## src/rtl/axis_pos_pkg.sv

```systemverilog
package axis_pos_pkg;

	// ----------------------------------------------------------------
	// Register offsets (byte addresses, one 32-bit word each)
	// ----------------------------------------------------------------
	localparam int          ADDR_W       = 5;
	localparam logic [4:0]  OFS_CMD_POS  = 5'h00;
	localparam logic [4:0]  OFS_ENC_POS  = 5'h04;
	localparam logic [4:0]  OFS_CMP_HI   = 5'h08;
	localparam logic [4:0]  OFS_CMP_LO   = 5'h0C;
	localparam logic [4:0]  OFS_CFG_B    = 5'h10;
	localparam logic [4:0]  OFS_CFG_C    = 5'h14;
	localparam logic [4:0]  OFS_CMP_STAT = 5'h18;
	localparam logic [4:0]  OFS_LIM_STAT = 5'h1C;

	// ----------------------------------------------------------------
	// Field positions
	// ----------------------------------------------------------------
	localparam int          BIT_SLIM_HI  = 0;
	localparam int          BIT_SLIM_LO  = 1;
	localparam int          BIT_ENC_UPDN = 2;
	localparam int          BIT_CMP_SRC  = 5;
	localparam int          BIT_RING     = 6;
	localparam int          BIT_FLAG_HI  = 0;
	localparam int          BIT_FLAG_LO  = 1;

	// ----------------------------------------------------------------
	// Reset values and timing
	// ----------------------------------------------------------------
	localparam logic [31:0] POS_RESET    = 32'h0000_0000;
	localparam logic [31:0] CMP_RESET    = 32'h0000_0000;
	localparam logic [7:0]  CFG_RESET    = 8'h00;
	localparam int          SYS_CLK_DIV  = 2;

	// ----------------------------------------------------------------
	// Carriers
	// ----------------------------------------------------------------
	typedef struct packed {
		logic              psel;
		logic              penable;
		logic              pwrite;
		logic [ADDR_W-1:0] paddr;
		logic [31:0]       pwdata;
	} apb_req_t;

	typedef struct packed {
		logic        pready;
		logic        pslverr;
		logic [31:0] prdata;
	} apb_rsp_t;

	typedef struct packed {
		logic pulse;
		logic negative;
		logic driving;
	} drive_t;

	typedef struct packed {
		logic phase_a;
		logic phase_b;
	} enc_pins_t;

	typedef struct packed {
		apb_rsp_t    rsp;
		logic [31:0] cmd_pos;
		logic [31:0] enc_pos;
		logic [31:0] cmp_hi;
		logic [31:0] cmp_lo;
		logic [7:0]  cfg_b;
		logic [7:0]  cfg_c;
		logic [1:0]  cmp_flags;
		logic [1:0]  lim_flags;
		logic [1:0]  enc_meta;
		logic [1:0]  enc_sync;
		logic [1:0]  enc_prev;
		logic        tick;
		logic        decel;
	} axis_state_t;

endpackage

```

## src/rtl/axis_position_compare_ring.sv

```systemverilog
// Implementation choices: register access over APB and the placing of the registers.
`timescale 1ns/10ps
module axis_position_compare_ring
(
	// Clock and reset
	input  wire logic                  mclk_i,
	input  wire logic                  reset_i,
	// Register bus
	input  wire axis_pos_pkg::apb_req_t apb_i,
	output axis_pos_pkg::apb_rsp_t     apb_o,
	// Drive pulses from the pulse generator (same clock)
	input  wire axis_pos_pkg::drive_t   drive_i,
	// Encoder pins (asynchronous)
	input  wire axis_pos_pkg::enc_pins_t enc_i,
	// Stop request and half-rate tick
	output logic                       decel_stop_o,
	output logic                       sys_tick_o
);

	// ----------------------------------------------------------------
	// State and next state
	// ----------------------------------------------------------------
	axis_pos_pkg::axis_state_t s;
	axis_pos_pkg::axis_state_t next_s;

	logic        setup;
	logic        host_wr;
	logic        ring_on;
	logic [31:0] sel_pos;
	logic        over_hi;
	logic        under_lo;
	logic [1:0]  enc_chg;
	logic        enc_cnt;
	logic        enc_up;
	logic        slim_hi_en;
	logic        slim_lo_en;

	// Wrap-aware one step; plain 32-bit arithmetic wraps by itself
	function automatic logic [31:0] step_count
	(
		input logic [31:0] value,
		input logic        up,
		input logic        ring,
		input logic [31:0] maximum
	);
		logic [31:0] res;
		if (up)
			res = (ring && value == maximum) ? 32'h0000_0000
				: value + 32'h0000_0001;
		else
			res = (ring && value == 32'h0000_0000) ? maximum
				: value - 32'h0000_0001;
		return res;
	endfunction

	// ----------------------------------------------------------------
	// Decode of bus, configuration and compare
	// ----------------------------------------------------------------
	assign setup      = apb_i.psel && !apb_i.penable;
	assign host_wr    = apb_i.psel && apb_i.penable && apb_i.pwrite
		&& s.rsp.pready;
	assign ring_on    = s.cfg_c[axis_pos_pkg::BIT_RING];
	assign sel_pos    = s.cfg_b[axis_pos_pkg::BIT_CMP_SRC]
		? s.enc_pos : s.cmd_pos;
	// Signed compare covers the full two's complement range
	assign over_hi    = $signed(sel_pos) > $signed(s.cmp_hi);
	assign under_lo   = $signed(sel_pos) < $signed(s.cmp_lo);
	assign slim_hi_en = s.cfg_b[axis_pos_pkg::BIT_SLIM_HI];
	assign slim_lo_en = s.cfg_b[axis_pos_pkg::BIT_SLIM_LO];

	// Encoder event decode, only at the half-rate tick
	assign enc_chg = s.enc_sync ^ s.enc_prev;
	always_comb
	begin
		enc_cnt = 1'b0;
		enc_up  = 1'b0;
		if (s.cfg_b[axis_pos_pkg::BIT_ENC_UPDN])
		begin
			// Separate up and down pulses, counted on rising edges
			enc_cnt = s.tick && ((s.enc_sync[1] && !s.enc_prev[1])
				^ (s.enc_sync[0] && !s.enc_prev[0]));
			enc_up  = s.enc_sync[1] && !s.enc_prev[1];
		end
		else
		begin
			// Quadrature, four counts per cycle; a double jump is noise
			enc_cnt = s.tick && (enc_chg[1] ^ enc_chg[0]);
			enc_up  = s.enc_sync[1] ^ s.enc_prev[0];
		end
	end

	// ----------------------------------------------------------------
	// Next-state logic
	// ----------------------------------------------------------------
	always_comb
	begin
		next_s = s;

		// Half-rate operating tick
		next_s.tick = !s.tick;

		// Two-stage synchroniser, then edge history at the tick
		next_s.enc_meta = {enc_i.phase_a, enc_i.phase_b};
		next_s.enc_sync = s.enc_meta;
		if (s.tick)
			next_s.enc_prev = s.enc_sync;

		// Position counting; ring uses compare values as maxima
		if (drive_i.pulse)
			next_s.cmd_pos = step_count(s.cmd_pos, !drive_i.negative,
				ring_on, s.cmp_hi);
		if (enc_cnt)
			next_s.enc_pos = step_count(s.enc_pos, enc_up,
				ring_on, s.cmp_lo);

		// Host writes take effect at the access edge and beat counting
		if (host_wr)
		begin
			case (apb_i.paddr)
				axis_pos_pkg::OFS_CMD_POS:
					next_s.cmd_pos = apb_i.pwdata;
				axis_pos_pkg::OFS_ENC_POS:
					next_s.enc_pos = apb_i.pwdata;
				axis_pos_pkg::OFS_CMP_HI:
					next_s.cmp_hi = apb_i.pwdata;
				axis_pos_pkg::OFS_CMP_LO:
					next_s.cmp_lo = apb_i.pwdata;
				axis_pos_pkg::OFS_CFG_B:
					next_s.cfg_b = apb_i.pwdata[7:0];
				axis_pos_pkg::OFS_CFG_C:
					next_s.cfg_c = apb_i.pwdata[7:0];
				default:
					next_s.cfg_c = s.cfg_c;
			endcase
		end

		// Compare flags follow the selected count
		next_s.cmp_flags[axis_pos_pkg::BIT_FLAG_HI] = over_hi;
		next_s.cmp_flags[axis_pos_pkg::BIT_FLAG_LO] = under_lo;

		// Limit flags latch while driving, drop once back inside
		if (slim_hi_en && drive_i.driving && over_hi)
			next_s.lim_flags[axis_pos_pkg::BIT_FLAG_HI] = 1'b1;
		else if (!over_hi)
			next_s.lim_flags[axis_pos_pkg::BIT_FLAG_HI] = 1'b0;
		if (slim_lo_en && drive_i.driving && under_lo)
			next_s.lim_flags[axis_pos_pkg::BIT_FLAG_LO] = 1'b1;
		else if (!under_lo)
			next_s.lim_flags[axis_pos_pkg::BIT_FLAG_LO] = 1'b0;

		// Stop request to the pulse generator while a limit is crossed
		next_s.decel = drive_i.driving
			&& ((slim_hi_en && over_hi)
			|| (slim_lo_en && under_lo));

		// Slave answers in the cycle after setup, no wait states
		next_s.rsp.pready  = setup;
		next_s.rsp.pslverr = 1'b0;
		next_s.rsp.prdata  = 32'h0000_0000;
		if (setup)
		begin
			case (apb_i.paddr)
				axis_pos_pkg::OFS_CMD_POS:
					next_s.rsp.prdata = s.cmd_pos;
				axis_pos_pkg::OFS_ENC_POS:
					next_s.rsp.prdata = s.enc_pos;
				axis_pos_pkg::OFS_CMP_HI:
					next_s.rsp.prdata = s.cmp_hi;
				axis_pos_pkg::OFS_CMP_LO:
					next_s.rsp.prdata = s.cmp_lo;
				axis_pos_pkg::OFS_CFG_B:
					next_s.rsp.prdata = {24'h00_0000, s.cfg_b};
				axis_pos_pkg::OFS_CFG_C:
					next_s.rsp.prdata = {24'h00_0000, s.cfg_c};
				axis_pos_pkg::OFS_CMP_STAT:
					next_s.rsp.prdata = {30'h0, s.cmp_flags};
				axis_pos_pkg::OFS_LIM_STAT:
					next_s.rsp.prdata = {30'h0, s.lim_flags};
				default:
					next_s.rsp.pslverr = 1'b1;
			endcase
		end
	end

	// ----------------------------------------------------------------
	// State register
	// ----------------------------------------------------------------
	always_ff @(posedge mclk_i or posedge reset_i)
	begin
		if (reset_i)
		begin
			s           <= '0;
			s.cmd_pos   <= axis_pos_pkg::POS_RESET;
			s.enc_pos   <= axis_pos_pkg::POS_RESET;
			s.cmp_hi    <= axis_pos_pkg::CMP_RESET;
			s.cmp_lo    <= axis_pos_pkg::CMP_RESET;
			s.cfg_b     <= axis_pos_pkg::CFG_RESET;
			s.cfg_c     <= axis_pos_pkg::CFG_RESET;
		end
		else
			s <= next_s;
	end

	// Outputs straight from state
	assign apb_o        = s.rsp;
	assign decel_stop_o = s.decel;
	assign sys_tick_o   = s.tick;
endmodule

```

## config.mk

```make
export PLATFORM = sky130hd
export DESIGN_NAME = axis_position_compare_ring
export DESIGN_NICKNAME = d
export VERILOG_FILES = /design/src/rtl/axis_pos_pkg.sv /design/src/rtl/axis_position_compare_ring.sv
export SDC_FILE = /design/constraint.sdc
export NUM_CORES = 1
export LEC_CHECK = 0
export BUFFER_PORTS_ARGS = -buffer_cell sky130_fd_sc_hd__buf_2
export CAP_MARGIN = 20
export CORE_MARGIN = 1
export CORE_UTILIZATION = 35
export CTS_BUF_LIST = sky130_fd_sc_hd__clkbuf_4 sky130_fd_sc_hd__clkbuf_8 sky130_fd_sc_hd__clkbuf_16
export DETAILED_ROUTE_END_ITERATION = 6
export PLACE_DENSITY = 0.48
export SLEW_MARGIN = 30
export SYNTH_ARGS = -nofsm -noshare
export SYNTH_HDL_FRONTEND = slang
export SYNTH_SLANG_ARGS = --single-unit
```

## constraint.sdc

```tcl
create_clock -name mclk_i -period 8.7 [get_ports mclk_i]
set_clock_uncertainty 0.2 [all_clocks]
set_input_delay 0.87 -clock mclk_i [delete_from_list [all_inputs] [get_ports mclk_i]]
set_output_delay 0.87 -clock mclk_i [all_outputs]
set_load 0.02 [all_outputs]
```

---- After elaboration in Yosys (flattened, before gate mapping) ----
Index checks and enable logic that the tools add are counted.
storage, ports and cells
  input bits .............................. 47
  flip-flop bits (word level) ............. 190
  output and inout port bits .............. 36
  logic and storage cells ................. 95
cells by class
  reduce and logical (&&, ||, !) cells .... 32
  order comparisons ....................... 2
  eq/ne operators ......................... 11
  add/sub/neg operators ................... 4
  mux-type cells .......................... 25
  bitwise logic cells ..................... 4
operator list
  kind                     number
  $mux W32                 13
  $pmux W32 S8             1
  $mux W144                1
  $add A32 B1 Y32 const B  2
  $eq A32 B32 Y1           2
  $logic_not A32 Y1        2
  $sub A32 B1 Y32 const B  2
  $mux W33                 1
  $gt A32 B32 Y1           1
  $lt A32 B32 Y1           1
  $eq A5 B5 Y1 const B     4
  $logic_and A1 B1 Y1      19
  $mux W8                  2
  $eq A5 B4 Y1 const B     2
  $reduce_and A2 Y1        4
  $reduce_or A8 Y1         1
  $mux W1                  7
  $eq A5 B3 Y1 const B     1
  $logic_not A5 Y1         1
  $logic_not A1 Y1         4
  $ne A2 B1 Y1 const B     2
  $xor A1 B1 Y1            3
  $xor A2 B2 Y2            1
  $logic_or A1 B1 Y1       1

---- Logic depth before layout (Yosys ltp) ----
  word-level depth ........................ 8
  gate-level depth with buffers ........... 12
  gate-level depth less buffers ........... 10

---- Least setup slack after synthesis ----
Ideal clock, no wire load.
  path type ............................... flip-flop to flip-flop
  start ................................... register s[25] in the netlist's numbering
  end ..................................... register s (netlist bit decel_stop_o)
  path buffers ............................ 2
  data arrival time ....................... 3164 ps
  setup time .............................. 133 ps
  cell stages (with the launch flop) ...... 11
  clock period less this slack ............ 3497 ps
  data required time ...................... 8367 ps
  path slack .............................. 5203 ps
  cell sequence ........................... dfrtp_1 > clkbuf_1 > clkbuf_1 > mux2_2 > ha_1 > and4_1 > nand4_1 > or4_1 > o41a_1 > o21ai_0 > o22ai_1
RTL lines
  element                 RTL line                           text
  start, declared         axis_position_compare_ring.sv:23   axis_pos_pkg::axis_state_t s;
  start signal, assigned  axis_position_compare_ring.sv:201  s <= next_s;

==> reports/metrics.yaml <==
cts:
  numClockSinks: 190
  cts-buffers-inserted: 17
  postCtsSetupBuffers: 0
  cts_hold_buffers: 0
  cts_tree: "built"
  ctsResizeCount: 0
  path_clk_slew_ps: 80
  root_buffer: "clkbuf_16"
  cts_max_level: 4
  clock_path_buffers: 2
  clk-insertion-delay-late_ps: 490
worst_setup_path:
  start_kind: "flop"
  path_buf_inv: 1
  required_ps: 8850
  endpoint_kind: "flop"
  cp_max_fo: 26
  worstPathArrival_ps: 3940
  r2r-start: "s[134]$_DFF_PP0_"
  worstSetupEndpoint: "s[138]$_DFF_PP0_"
  crit_cells: 8
  crit_family: "simple AND/OR/NAND/NOR gates"
  crit_type: "reg2reg"
  cp_slowest_cell: "or4_1"
  regToRegSetupSlack_ps: 4910
  crit_start: "s[134]$_DFF_PP0_"
  path_cells: "or4_1 -> nor3_2 -> nand4_2 -> buf_4 -> nand2_1 -> o21ai_0 -> a221oi_1 -> a21oi_1"
  reg2reg_to: "s[138]$_DFF_PP0_"
  rr_worst_depth: 8
  critPathMaxStageDelay_ps: 610
finish:
  fin_nets: 1872
  layout-drive-gt1-share: 0.152
  stdcell_count: 2346
  area_delta_synth_final_pct: 6.78
  nFillCells: 4398
placed_design:
  dp.cells: 2312
  io_buffers: 82
  gp_congestion: 0.889
  place_hpwl_um: 42800
synth:
  syn_inst: 1815
  syn_nets: 1933
  synth_edf_count: 0
  syn_avg_cell_area_um2: 8.35
  yosysSeqAreaShare: 0.314
  yosysWarnings: 0
  synth_area_um2: 15100
  ys_seq_elements: 190
  synth.distinct_cells: 79
  synthFlopType: "dfrtp_1"
  synth_async_sr_flop_share: 1.00
floorplanning:
  io_pins: 83
  dieHeight_um: 210
  dieArea_um2: 44100
  dieWidth_um: 210
  rows: 75
  core_um2: 42300
  start_util: 0.358
global_routing:
  grt_usage: 0.268
  grt_max_degree: 125
  gr-total-overflow: 0
  grt_pass1_vias: 13191
  antenna_found_initial: 5
  grt_pass1_wl_um: 87700
drt:
  via_per_inst: 5.84
  ant_nets: 0
  drc: 0
  drt_iter0_drc: 1391
  dr_total_vias: 13701
  avgRoutedWirePerCell_um: 24.7
  drtPass1Iterations: 6
  wl_um: 58100
sta:
  fin_crit_sh: 0.435
  worstMarginPinSlew_ps: 1020
  finalCriticalPeriod_ps: 3790
  setup_tns_ps: 0
  drv_slew: 0
  max_slew_margin: 0.319
  fmax_mhz: 264
  finalSetupViolations: 0
  rsz0062_at_grt: "false"
  finalHoldViolations: 0
pwr:
  p_leak_nw: 6.69
  peakVddDrop_v: 0.000147
  power_density_nw_per_um2: 201
outcome:
  outcome: "finished clean"
job:
  cap_violations: 0
min_path:
  min_path_type: "reg2reg"
[worst reg2reg max path, delay by kind of cell (launching register included)]
kind                   cells  cell delay, ps
buffers and inverters      1             430
AOI/OAI and AO/OA          3             530
DFF                        1             520
and+or+nand+nor            4            1980
[registers in the layout (all words and copies together), names as in the netlist]
signal,cells
s,151
apb_o,34
decel_stop_o,1
next_s,2
ring_on,1
sys_tick_o,1
[how the worst min path moves through the flow]
stage | from | endpoint | slack (ps) | cells past startpoint
2_1_floorplan | next_s[4]$_DFF_PP0_ | s[4]$_DFF_PP0_ | 130 | 0
3_3_place_gp | next_s[4]$_DFF_PP0_ | s[4]$_DFF_PP0_ | 140 | 0
3_5_place_dp | next_s[5]$_DFF_PP0_ | s[5]$_DFF_PP0_ | 140 | 0
4_1_cts | next_s[5]$_DFF_PP0_ | s[5]$_DFF_PP0_ | 170 | 0
5_1_grt | next_s[4]$_DFF_PP0_ | s[4]$_DFF_PP0_ | 180 | 0
6_report | next_s[5]$_DFF_PP0_ | s[5]$_DFF_PP0_ | 160 | 0
[stage by stage]
stage / hold slack (ps) / utilization / power [mW] / setup WS [ps] / instance area (um2)
6_report: 158 / 0.382 / 3.25 / 4910 / 16200
3_5_place_dp: 136 / 0.368 / 2.45 / 4830 / 15600
3_3_place_gp: 141 / 0.368 / 2.44 / 4910 / 15600
5_1_grt: 178 / 0.382 / 3.44 / 4620 / 16200
4_1_cts: 166 / 0.382 / 3.25 / 4960 / 16200
2_1_floorplan: 131 / - / 2.08 / 2460 / 15100
[logic make-up (layout without fill, tap and decap cells)]
family / after synthesis / after routing / synth area share
flops: 190 / 190 / 0.314
fa+ha+maj: 71 / 71 / 0.0586
buf+inv: 279 / 231 / 0.0835
compound gates: 439 / 439 / 0.186
other cells: 0 / 2 / 0
mux: 130 / 130 / 0.0948
simple gates: 585 / 585 / 0.194
xor+xnor: 121 / 121 / 0.0700
[layout by cell type (no fill, tap or decap), types with 8 or more instances in the layout]
cell and instances:
mux2_2 98, xnor2_1 77, xor2_1 44, a221oi_1 28, dfrtp_1 190, a211oi_1 25, or4_1 12, ha_1 71
nor2_1 140, nand2_1 168, a31oi_1 35, a21oi_1 78, inv_1 91, a41oi_1 8, buf_4 23, o31ai_1 10
mux2i_1 31, nor4_1 23, a21o_1 19, nor2b_1 11, nor3_1 57, and3_1 23, nand3_1 48, o21ai_1 16
o211ai_1 18, buf_2 82, nand4_1 32, o21ai_0 124, clkbuf_16 17, a22oi_1 32, and4_1 9
[power breakdown]
| group | internal, mW | switching, mW | leakage [nW] |
|---|---|---|---|
| Combinational | 0.481 | 0.643 | 3.90 |
| Clock | 0.383 | 0.404 | 0.273 |
| Sequential | 0.981 | 0.354 | 2.51 |
| Total | 1.84 | 1.40 | 6.69 |
[cell usage after synthesis (all sizes together) (50+ instances only)]
master	count	area share
a21oi	78	0.026
inv	92	0.023
ha	71	0.059
xnor2	77	0.045
buf	77	0.033
mux2	98	0.073
nor2	141	0.035
dfrtp	190	0.31
nand3	50	0.017
clkbuf	109	0.027
nor3	65	0.023
o21ai	140	0.046
nand2	169	0.042
[layout make-up]
| class | instances | area, um2 | share of cell area |
|---|---|---|---|
| multi-input cells | 1346 | 9170 | 0.567 |
| flip-flops and latches | 190 | 4750 | 0.294 |
| well taps | 577 | 722 | 0.0446 |
| repair buffers | 106 | 594 | 0.0367 |
| clock buffers | 18 | 439 | 0.0272 |
| inverters | 93 | 362 | 0.0224 |
| clock inverters | 14 | 124 | 0.00766 |
| diodes | 2 | 5.00 | 0.000309 |
[metal layers]
metal  vias to the layer above  part of all wire  global-route usage
li1                       6383                 -                   -
met1                      6785              0.48               0.397
met2                       491              0.45               0.412
met3                        42             0.061              0.0359
met4                         0             0.014              0.0622
met5                         -                 0                   0
Note: power is estimated with default switching activity, not from simulation.
